**src/rtl/sep_pkg.sv**
```systemverilog
// Constants shared by the serial EEPROM slave
package sep_pkg;
    localparam int unsigned SEP_CLK_PERIOD_NS = 8;
    localparam int unsigned SEP_WRITE_CYCLE_NS = 5000000;
    localparam int unsigned SEP_WRITE_CYCLES = SEP_WRITE_CYCLE_NS / SEP_CLK_PERIOD_NS;
    localparam int unsigned SEP_MEM_DEPTH = 128;
    localparam int unsigned SEP_ADDR_W = 7;
    localparam logic [6:0] SEP_DEV_ADDR = 7'h50;
    localparam logic [2:0] SEP_BIT_LAST = 3'h7;
    localparam logic [6:0] SEP_ADDR_RESET = 7'h00;
    localparam logic [7:0] SEP_BYTE_RESET = 8'h00;
    typedef enum logic [2:0] {
        SEP_IDLE, SEP_DEV, SEP_WADDR, SEP_WDATA, SEP_RDATA, SEP_RACK, SEP_IGNORE
    } sep_state_e;
endpackage

```
**src/rtl/sep_line_if.sv**
```systemverilog
// Conditioned bus events passed from the line sampler to the core
`timescale 1ns/1ps
`default_nettype none
interface sep_line_if;
    logic scl_rise;
    logic scl_fall;
    logic sda_lvl;
    logic start;
    logic stop;
    modport src (output scl_rise, output scl_fall, output sda_lvl, output start, output stop);
    modport dst (input scl_rise, input scl_fall, input sda_lvl, input start, input stop);
endinterface
`default_nettype wire

```
**src/rtl/sep_line_sync.sv**
```systemverilog
// Synchroniser and condition detector for the two bus lines
`timescale 1ns/1ps
`default_nettype none
module sep_line_sync (
    input wire logic clk_i,
    input wire logic rst_n_i,
    input wire logic scl_i,
    input wire logic sda_i,
    sep_line_if.src ev
);
    logic [1:0] scl_sync_reg;
    logic [1:0] sda_sync_reg;
    logic scl_prev_reg;
    logic sda_prev_reg;

    // Two-flop synchronisers, then one more stage for edge history
    always_ff @(posedge clk_i) begin
        if (!rst_n_i) begin
            scl_sync_reg <= 2'h3;
            sda_sync_reg <= 2'h3;
            scl_prev_reg <= 1'b1;
            sda_prev_reg <= 1'b1;
        end else begin
            scl_sync_reg <= {scl_sync_reg[0], scl_i};
            sda_sync_reg <= {sda_sync_reg[0], sda_i};
            scl_prev_reg <= scl_sync_reg[1];
            sda_prev_reg <= sda_sync_reg[1];
        end
    end

    // Edge and condition decode
    assign ev.scl_rise = scl_sync_reg[1] && !scl_prev_reg;
    assign ev.scl_fall = !scl_sync_reg[1] && scl_prev_reg;
    assign ev.sda_lvl = sda_sync_reg[1];
    assign ev.start = scl_sync_reg[1] && scl_prev_reg && sda_prev_reg && !sda_sync_reg[1];
    assign ev.stop = scl_sync_reg[1] && scl_prev_reg && !sda_prev_reg && sda_sync_reg[1];
endmodule // sep_line_sync
`default_nettype wire

```
**src/rtl/sep_eeprom.sv**
```systemverilog
// Two-wire serial data EEPROM slave, 128 bytes
`timescale 1ns/1ps
`default_nettype none
// Overview of operation
// - SDA rising while SCL high is STOP, ending the transaction.
// - STOP after a read returns to idle with data line released.
// - Transfers are 8-bit words; device pulls ACK low on ninth clock.
// - Device address after START is 1010 then 000.
// - Eighth address bit high means read, low means write.
// - Matching address is acknowledged; otherwise ignore until next START.
// - Byte write: word address then data, both acknowledged.
// - STOP after write starts timed write; bus ignored meanwhile.
// - No address ACK during write cycle; master may poll.
// - Current, random and sequential reads use read bit set.
// - Address counter holds last accessed address plus one.
// - Counter wraps from last byte to first on read.
// - Current read: ACK address, send byte at counter.
// - Random read: dummy write, repeated START, read address.
// - Master ACK makes device increment address and send next byte.
// - SDA falling while SCL high is START before every command.
// - Data changes only with SCL low; else START or STOP.
// - Sample on SCL rise, change output on SCL fall.
// - Array is 128 bytes; counter spans exactly that.
module sep_eeprom
    import sep_pkg::*;
#(
    parameter int unsigned WRITE_CYCLES = SEP_WRITE_CYCLES
) (
    input wire logic clk_i,
    input wire logic rst_n_i,
    input wire logic scl_i,
    input wire logic sda_i,
    output logic sda_o,
    output logic sda_oe_o,
    output logic busy_o
);
    sep_line_if ev();
    sep_state_e state_reg;
    logic [7:0] mem [0:SEP_MEM_DEPTH-1];
    logic [2:0] bit_cnt_reg;
    logic [7:0] shift_reg;
    logic ack_phase_reg;
    logic ninth_reg;
    logic give_ack_reg;
    logic [SEP_ADDR_W-1:0] addr_reg;
    logic [7:0] wdata_reg;
    logic wpend_reg;
    logic [31:0] wtimer_reg;
    logic busy_reg;
    logic oe_reg;
    logic [7:0] tx_reg;
    logic [7:0] rx_byte;
    logic byte_done;
    logic eighth_fall;
    logic ninth_fall;
    logic read_load;
    logic commit;
    logic [SEP_ADDR_W-1:0] addr_last;

    // Wrapping increment of the word address counter
    function automatic logic [SEP_ADDR_W-1:0] next_addr(input logic [SEP_ADDR_W-1:0] a);
        next_addr = a + 7'h01;
    endfunction

    // States in which bits of a byte are counted on the bus
    function automatic logic in_byte(input sep_state_e s);
        in_byte = (s == SEP_DEV) || (s == SEP_WADDR) || (s == SEP_WDATA) || (s == SEP_RDATA);
    endfunction

    sep_line_sync u_sync (
        .clk_i(clk_i),
        .rst_n_i(rst_n_i),
        .scl_i(scl_i),
        .sda_i(sda_i),
        .ev(ev)
    );

    // Byte and acknowledge slot events
    assign rx_byte = {shift_reg[6:0], ev.sda_lvl};
    assign byte_done = ev.scl_rise && !busy_reg && !ack_phase_reg && in_byte(state_reg)
                       && (bit_cnt_reg == SEP_BIT_LAST);
    assign eighth_fall = ev.scl_fall && ack_phase_reg && !ninth_reg;
    assign ninth_fall = ev.scl_fall && ack_phase_reg && ninth_reg;
    assign read_load = ninth_fall && (state_reg == SEP_RDATA);
    assign commit = ev.stop && wpend_reg && !busy_reg;
    assign addr_last = SEP_ADDR_W'(SEP_MEM_DEPTH - 1);

    // Open drain: the pin only ever pulls low, enable carries the level
    assign sda_o = 1'b0;
    assign sda_oe_o = oe_reg;
    assign busy_o = busy_reg;

    // ---------------------------------------------------------------
    // Protocol state machine and bit counting
    // ---------------------------------------------------------------
    always_ff @(posedge clk_i) begin
        if (!rst_n_i) begin
            state_reg <= SEP_IDLE;
            bit_cnt_reg <= 3'h0;
            shift_reg <= SEP_BYTE_RESET;
            ack_phase_reg <= 1'b0;
            ninth_reg <= 1'b0;
            give_ack_reg <= 1'b0;
            wdata_reg <= SEP_BYTE_RESET;
            wpend_reg <= 1'b0;
        end else if (busy_reg) begin
            // Bus is deaf while the array is being written
            state_reg <= SEP_IDLE;
            ack_phase_reg <= 1'b0;
            ninth_reg <= 1'b0;
            wpend_reg <= 1'b0;
        end else if (ev.start) begin
            // Any START, even mid-byte, resynchronises and drops a pending write
            state_reg <= SEP_DEV;
            bit_cnt_reg <= 3'h0;
            ack_phase_reg <= 1'b0;
            ninth_reg <= 1'b0;
            give_ack_reg <= 1'b0;
            wpend_reg <= 1'b0;
        end else if (ev.stop) begin
            state_reg <= SEP_IDLE;
            bit_cnt_reg <= 3'h0;
            ack_phase_reg <= 1'b0;
            ninth_reg <= 1'b0;
            give_ack_reg <= 1'b0;
            wpend_reg <= 1'b0;
        end else if (ev.scl_rise) begin
            if (ack_phase_reg) begin
                // Ninth bit of a byte sent by the device: master ACK keeps reading
                if (ninth_reg && state_reg == SEP_RACK) begin
                    state_reg <= ev.sda_lvl ? SEP_IGNORE : SEP_RDATA;
                end
            end else if (in_byte(state_reg)) begin
                shift_reg <= rx_byte;
                bit_cnt_reg <= bit_cnt_reg + 3'h1;
            end
            if (byte_done) begin
                ack_phase_reg <= 1'b1;
                case (state_reg)
                    SEP_DEV: begin
                        if (rx_byte[7:1] == SEP_DEV_ADDR) begin
                            give_ack_reg <= 1'b1;
                            state_reg <= rx_byte[0] ? SEP_RDATA : SEP_WADDR;
                        end else begin
                            give_ack_reg <= 1'b0;
                            state_reg <= SEP_IGNORE;
                        end
                    end
                    SEP_WADDR: begin
                        give_ack_reg <= 1'b1;
                        state_reg <= SEP_WDATA;
                    end
                    SEP_WDATA: begin
                        give_ack_reg <= 1'b1;
                        wdata_reg <= rx_byte;
                        state_reg <= SEP_IGNORE;
                    end
                    SEP_RDATA: begin
                        give_ack_reg <= 1'b0; // Master owns the ninth bit
                        state_reg <= SEP_RACK;
                    end
                    default: begin
                        give_ack_reg <= 1'b0;
                        state_reg <= SEP_IGNORE;
                    end
                endcase
            end
        end else if (ev.scl_fall && ack_phase_reg) begin
            if (!ninth_reg) begin
                ninth_reg <= 1'b1;
            end else begin
                ack_phase_reg <= 1'b0;
                ninth_reg <= 1'b0;
                // Data byte fully acknowledged: arm the write for the next STOP
                if (state_reg == SEP_IGNORE && give_ack_reg) begin
                    wpend_reg <= 1'b1;
                end
            end
        end
    end

    // ---------------------------------------------------------------
    // Word address counter, read shifter and data line drive
    // ---------------------------------------------------------------
    always_ff @(posedge clk_i) begin
        if (!rst_n_i) begin
            addr_reg <= SEP_ADDR_RESET;
            tx_reg <= SEP_BYTE_RESET;
            oe_reg <= 1'b0;
        end else if (busy_reg) begin
            oe_reg <= 1'b0;
        end else if (ev.start) begin
            oe_reg <= 1'b0;
        end else if (ev.stop) begin
            oe_reg <= 1'b0;
            if (wpend_reg) begin
                addr_reg <= next_addr(addr_reg);
            end
        end else if (byte_done && state_reg == SEP_WADDR) begin
            addr_reg <= rx_byte[SEP_ADDR_W-1:0];
        end else if (eighth_fall) begin
            oe_reg <= give_ack_reg;
        end else if (read_load) begin
            tx_reg <= mem[addr_reg];
            oe_reg <= !mem[addr_reg][7];
            addr_reg <= next_addr(addr_reg);
        end else if (ninth_fall) begin
            oe_reg <= 1'b0;
        end else if (ev.scl_fall && state_reg == SEP_RDATA && !ack_phase_reg) begin
            tx_reg <= {tx_reg[6:0], 1'b1};
            oe_reg <= !tx_reg[6];
        end
    end

    // ---------------------------------------------------------------
    // Internally timed write cycle
    // ---------------------------------------------------------------
    always_ff @(posedge clk_i) begin
        if (!rst_n_i) begin
            busy_reg <= 1'b0;
            wtimer_reg <= 32'h0;
        end else if (busy_reg) begin
            if (wtimer_reg == 32'(WRITE_CYCLES - 1)) begin
                busy_reg <= 1'b0;
            end
            wtimer_reg <= wtimer_reg + 32'h1;
        end else if (commit) begin
            busy_reg <= 1'b1;
            wtimer_reg <= 32'h0;
        end
    end

    // Array store on the STOP that closes a complete byte write
    always_ff @(posedge clk_i) begin
        if (rst_n_i && commit) begin
            mem[addr_reg] <= wdata_reg;
        end
    end
endmodule // sep_eeprom
`default_nettype wire

```
**config.mk**
```make
export PLATFORM = sky130hd
export DESIGN_NAME = sep_eeprom
export DESIGN_NICKNAME = d
export VERILOG_FILES = /design/src/rtl/sep_pkg.sv /design/src/rtl/sep_line_if.sv /design/src/rtl/sep_line_sync.sv /design/src/rtl/sep_eeprom.sv
export SDC_FILE = /design/constraint.sdc
export NUM_CORES = 1
export LEC_CHECK = 0
export BUFFER_PORTS_ARGS = -buffer_cell sky130_fd_sc_hd__buf_4
export CORE_MARGIN = 5
export CORE_UTILIZATION = 40
export CTS_CLUSTER_SIZE = 25
export DETAILED_ROUTE_END_ITERATION = 12
export GPL_TIMING_DRIVEN = 0
export PLACE_DENSITY = 0.65
export SYNTH_ARGS = -nofsm -noshare
export SYNTH_HDL_FRONTEND = slang
export SYNTH_SLANG_ARGS = --single-unit
export TNS_END_PERCENT = 30
```
**constraint.sdc**
```tcl
create_clock -name clk_i -period 2.5 [get_ports clk_i]
set_input_delay 0.5 -clock clk_i [delete_from_list [all_inputs] [get_ports clk_i]]
set_output_delay 0.5 -clock clk_i [all_outputs]
set_load 0.05 [all_outputs]
```
* Word-level counts from Yosys, hierarchy flattened
Memory sizes are Yosys's and may differ from the RTL's. A register that Yosys moved wholly into a read port is not among the register bits.
Cells that the tools add are included.
** Storage, ports and cells
- Bits in registers :: 79
- Output and inout port bits :: 3
- Bits in writable memories :: 1024
- Memories kept :: 1
- Logic and storage cells :: 154
** Memories
- mem :: words 128, bits a word 8, read ports 1, clocked after memory_dff 1, write ports 1, RTL line sep_eeprom.sv:39 : logic [7:0] mem [0:SEP_MEM_DEPTH-1];
** Cells by class
- Equal/unequal tests :: 14
- Multiplexer cells :: 47
- Bitwise logic cells :: 8
- Add/sub/neg operators :: 3
- Reductions and logical operators :: 63
** Operators with widths (number)
- 7-bit two-way mux :: 10
- 32-bit two-way mux :: 2
- 32-bit by 1-bit adder with 32-bit output (second input constant) :: 1
- 32-bit by 20-bit == test with 1-bit output (second input constant) :: 1
- 3-bit two-way mux :: 10
- 1-bit logical AND :: 23
- 1-bit two-way mux :: 22
- 3-bit == test (second input constant) :: 4
- 3-bit AND reduction :: 4
- 6-bit AND reduction :: 2
- 2-bit nonzero test :: 6
- 3-bit nonzero test :: 4
- 4-bit nonzero test :: 3
- 1-bit logical NOT :: 9
- 3-bit case mux with 3 select lines :: 1
- 1-bit inverter :: 8
- 4-bit AND reduction :: 2
- 7-bit by 1-bit adder with 7-bit output (second input constant) :: 1
- 7-bit == test (second input constant) :: 1
- 7-bit AND reduction :: 1
- 3-bit by 2-bit == test with 1-bit output (second input constant) :: 2
- 2-bit by 1-bit inequality test with 1-bit output (second input constant) :: 3
- 5-bit AND reduction :: 1
- 2-bit AND reduction :: 2
- other kinds (9) :: 12

* Longest topological paths before layout
- Depth after elaboration :: 11
- Mapped depth :: 11
- Gate-level depth less buffers :: 7

* By module
A second synthesis with hierarchy kept.
** Second synthesis, totals
- Cell total of the unflattened synthesis :: 2449
- Area, all modules :: 44320.0 um2
** By module, submodules not included
- sep_eeprom :: instances 1, area each 44129.8 um2, sequential area each 32351.0 um2, cells an instance 2433
- sep_line_sync :: instances 1, area each 190.2 um2, sequential area each 120.1 um2, cells an instance 16

* Worst setup path before layout
Ideal clock, no wire load.
- Kind :: register to register
- Start :: reg busy_reg (netlist: busy_o)
- End :: reg wtimer_reg[31]
- Setup time :: 0.070 ns
- Path buffers :: 1
- Arrival time :: 2.359 ns
- Setup slack :: 0.070 ns
- Stages on the path, launching flop included :: 8
- Cells stage by stage :: dfxtp_1 > buf_2 > and4_1 > and3_1 > nand4_1 > or4_1 > or3_1 > a21oi_1
** On the way
- Longest elaborated chain between the ends :: 3
- Elaborated cells between the ends (all ways) :: 4
- Those cells by class :: mux (1); reduce/logical (3)
** Ends and longest elaborated chain
- from (decl) :: RTL line sep_eeprom.sv:49 : logic busy_reg;
- from (signal assigned) :: RTL line sep_eeprom.sv:220 : busy_reg <= 1'b0;
- from (signal assigned) :: RTL line sep_eeprom.sv:224 : busy_reg <= 1'b0;
- from (signal assigned) :: RTL line sep_eeprom.sv:228 : busy_reg <= 1'b1;
- 1-bit logical NOT :: RTL line sep_eeprom.sv:85 : assign commit = ev.stop && wpend_reg && !busy_reg;
- 1-bit logical AND :: RTL line sep_eeprom.sv:85
- 2-bit nonzero test (no line)
- to (signal assigned) :: RTL line sep_eeprom.sv:226 : wtimer_reg <= wtimer_reg + 32'h1;
- to (decl) :: RTL line sep_eeprom.sv:48 : logic [31:0] wtimer_reg;
Parallel ways exist; a longest one is shown, timed or not.
A chain may end at the register's enable or synchronous reset.

==> summary.txt <==
Run status
  • Outcome: finished, violations left
  • Failing checks: setup timing

Synth
  • Synth Register Bits: 1110
  • Area leader, netlist: edfxtp_1
  • Top area cells in the synthesized netlist: edfxtp_1 (70%), mux4_2 (12%), dfxtp_1 (3.9%)
  • Synth Area in Simple Gates: 0.05709
  • Largest family of logic cells by synthesized area: multiplexers
  • Compound-gate portion of the synthesized area: 0.03783
  • Post-synth EDFFs: 1024
  • Synth cell types: 68
  • Synthesized Nets: 2395
  • Synth Warn #: 0
  • Mux contribution to synthesized area: 0.1463
  • Post-synth top area share: 0.6991
  • Syn Inst Count: 2387
  • Post-Synth Adder-Cell Area: 0.001138
  • Top FF cell, synth: edfxtp_1
  • Synth Area in XOR/XNOR: 0.0001991
  • Register area share after synthesis: 0.7382
  • Post-synthesis area per instance: 18.43 um2
  • Synthesized area: 0.04398 mm2
  • Asr flop ratio synth: 0

Timing
  • Achievable Freq: 344.6 MHz
  • Final period util: 1.161
  • Setup ws final: -402.3 ps
  • Pins Over Slew Limit: 0
  • Clock Skews: 39.60 ps
  • RSZ-0062 raised after global routing: true
  • Max-slew headroom: 0.3196
  • Worst-margin pin slew: 1021 ps
  • Final setup fails: 196
  • Min Tclk post-route: 2902 ps
  • Fin. Hold Viols: 0

Final layout
  • Design area: 0.05333 mm2
  • Fraction of layout cells with a size suffix above 1: 0.3261
  • Final nets: 2613
  • Post-Route Utilization: 0.4893
  • Most common cell after layout, fill and taps aside: edfxtp_1
  • Commonest non-fill, non-tap cells in the layout: edfxtp_1 (1024), mux4_2 (226), clkbuf_16 (119)
  • Fin cells: 4117
  • Area growth syn-to-layout: 21.25%
  • Max reg flops: 1024

Detailed routing
  • # DRC: 0
  • Iteration-0 DRC Markers: 3691
  • Routed WL: 128.3 mm
  • Vias post-DR: 25350
  • Vias/cell: 6.156
  • 1st-pass router iterations: 6
  • Routed WL per cell: 31.15 um
  • Post-route ant nets: 0

Placed design
  • Placed standard-cell area: 0.04606 mm2
  • HPWL Detailed: 82.99 mm
  • Cells after DPL: 3815
  • GP Congestion: 0.9726
  • Dpl ws: -1661 ps
  • Port buffer count: 5

Global route
  • First-pass GRT wire length: 180.0 mm
  • Grt ovf: 0
  • Number of global-route vias before repair: 24770
  • Initial antenna violation count: 2
  • Largest net degree at the start of global routing: 90
  • Total GRT Usage: 0.2140

Setup path
  • Crit Path Category: reg2reg
  • Cell mode on critical path: buf_4
  • Crit-path max FO: 10
  • Critical path required time: 3040 ps
  • CP Launch Type: flip-flop
  • CP endpoint kind: flip-flop
  • CP max stage cell: dfxtp_4
  • Slowest stage delay, CP: 450 ps
  • Worst path cell trace: buf_4 -> buf_4 -> buf_8 -> mux4_2 -> mux2i_1 -> a221oi_1 -> o21ai_2 -> a31oi_1 -> o31ai_2
  • Worst EP arrival: 3440 ps

Flow run
  • Maximum Capacitance Violations: 0

Pwr
  • Maximum VDD drop: 0.5654 mV
  • Net Sw Frac: 0.1940
  • Leakage power: 16.27 nW
  • Combinational fraction of design power: 0.002
  • Clock power frac: 0.459
  • Power Total: 37.01 mW
  • Pwr Density: 693.9 mW/mm2
  • Internal Pwr Total: 29.83 mW
  • Sw Pwr: 7.178 mW
  • Part of the power in registers: 0.539

CTS
  • Clock root cell: clkbuf_16
  • CTS sink cnt: 1110
  • CTS tree: built
  • Largest buffer count on any clock path: 3
  • Total CTS buffers: 111
  • Worst-skew pair later-pin latency: 710 ps
  • Clock transition at the registers of the reported paths: 60 ps
  • Htree depth: 3

Worst hold path
  • Hold crit path type: in2reg

Floorplan
  • Die width: 341.6 um
  • Number of core rows: 121
  • Core area: 0.1090 mm2
  • Die ar.: 0.1167 mm2
  • I/O pin count: 7
  • Die Y: 341.6 um
  • Starting Density: 0.4035
## per-stage QoR
step / setup TNS (ps) / hold slack, ps
final: -14190 / 376.9
after global routing: -14660 / 379.6
after CTS: -2596 / 339.2
after detailed placement: -1136590 / 406.7
after global placement: -2924390 / 404.8
after floorplan: 0 / 386.3
## cell families (layout without fill, tap and decap cells)
| logic type | Yosys count | in the layout |
|---|---|---|
| flip-flops | 1110 | 1110 |
| AND/OR/NAND/NOR | 528 | 528 |
| multiplexers | 358 | 358 |
| AO/OA/AOI/OAI | 243 | 243 |
| buffers and inverters | 142 | 457 |
| adder cells (fa/ha/maj) | 4 | 4 |
| other | 1 | 2 |
| XOR/XNOR | 1 | 1 |
## Yosys cell counts, types with 9 or more instances
master,n
nand2b_1,21
buf_2,28
nor3_1,29
or3_1,11
dfxtp_1,86
o221ai_1,46
nor4_1,9
clkbuf_1,59
edfxtp_1,1024
buf_6,15
nor2b_1,12
a21oi_1,70
nand3_1,66
nor2_1,213
and3_1,12
mux4_2,226
o21ai_0,38
mux2i_1,124
nand2_1,87
nand4_1,16
buf_4,13
or2_2,11
o211ai_1,10
and2_1,12
buf_1,11
a22oi_1,25
## worst max-delay path: cells and delay by family, from the launching register on
kind	cells	cell delay, ps
mux	2	440
flops	1	450
buf+inv	3	850
compound gates	4	970
## per-layer routing
| layer | vias up | share of wire | wire length, um | track usage |
|---|---|---|---|---|
| met5 | - | 0 | 0 | 0 |
| met4 | 0 | 0.045 | 5749 | 0.09039 |
| met3 | 298 | 0.12 | 15420 | 0.05657 |
| met2 | 1731 | 0.47 | 59820 | 0.3363 |
| met1 | 13140 | 0.37 | 47270 | 0.2847 |
| li1 | 10180 | - | - | - |
## layout make-up
type,instances,area (um2)
Fill cell,8608,55670
Sequential cell,1110,32510
Multi-Input combinational cell,1135,12210
Clock buffer,133,2903
Tap cell,1414,1769
Timing Repair Buffer,110,1629
Buffer,129,1446
Clock inverter,77,820.8
Inverter,8,35.03
Antenna cell,1,2.502
## timing repair
item                                     CTS  global route
hold buffers                               2             0
pin swaps                                 50            31
cloned                                     1             1
endpoints found under the hold margin      2             0
setup buffers                             61            31
endpoints found under the setup margin  1047           717
gates resized for setup                  504            95
## power groups by stage
| stage | sequential, mW | combinational (mW) | clock [mW] |
|---|---|---|---|
| after global routing | 19.9 | 0.0859 | 17.9 |
| after floorplan | 20.4 | 0.0476 | 0 |
| after CTS | 20.0 | 0.0768 | 17.1 |
| after global placement | 20.4 | 0.0744 | 0 |
| final | 20.0 | 0.0795 | 17.0 |
| after detailed placement | 20.4 | 0.0750 | 0 |
## final timing paths
path	from	endpoint	slack, ps	cells after the start
min reg2reg	u_sync.scl_sync_reg[0]$_SDFF_PN1_	u_sync.scl_sync_reg[1]$_SDFF_PN1_	420	1
min	rst_n_i	u_sync.sda_prev_reg$_SDFF_PN1_	380	3
max reg2reg	flip-flop	sda_oe_o$_SDFFE_PP0P_	-400	9
max	flip-flop	sda_oe_o$_SDFFE_PP0P_	-400	9
Note: power is estimated with default switching activity, not from simulation.
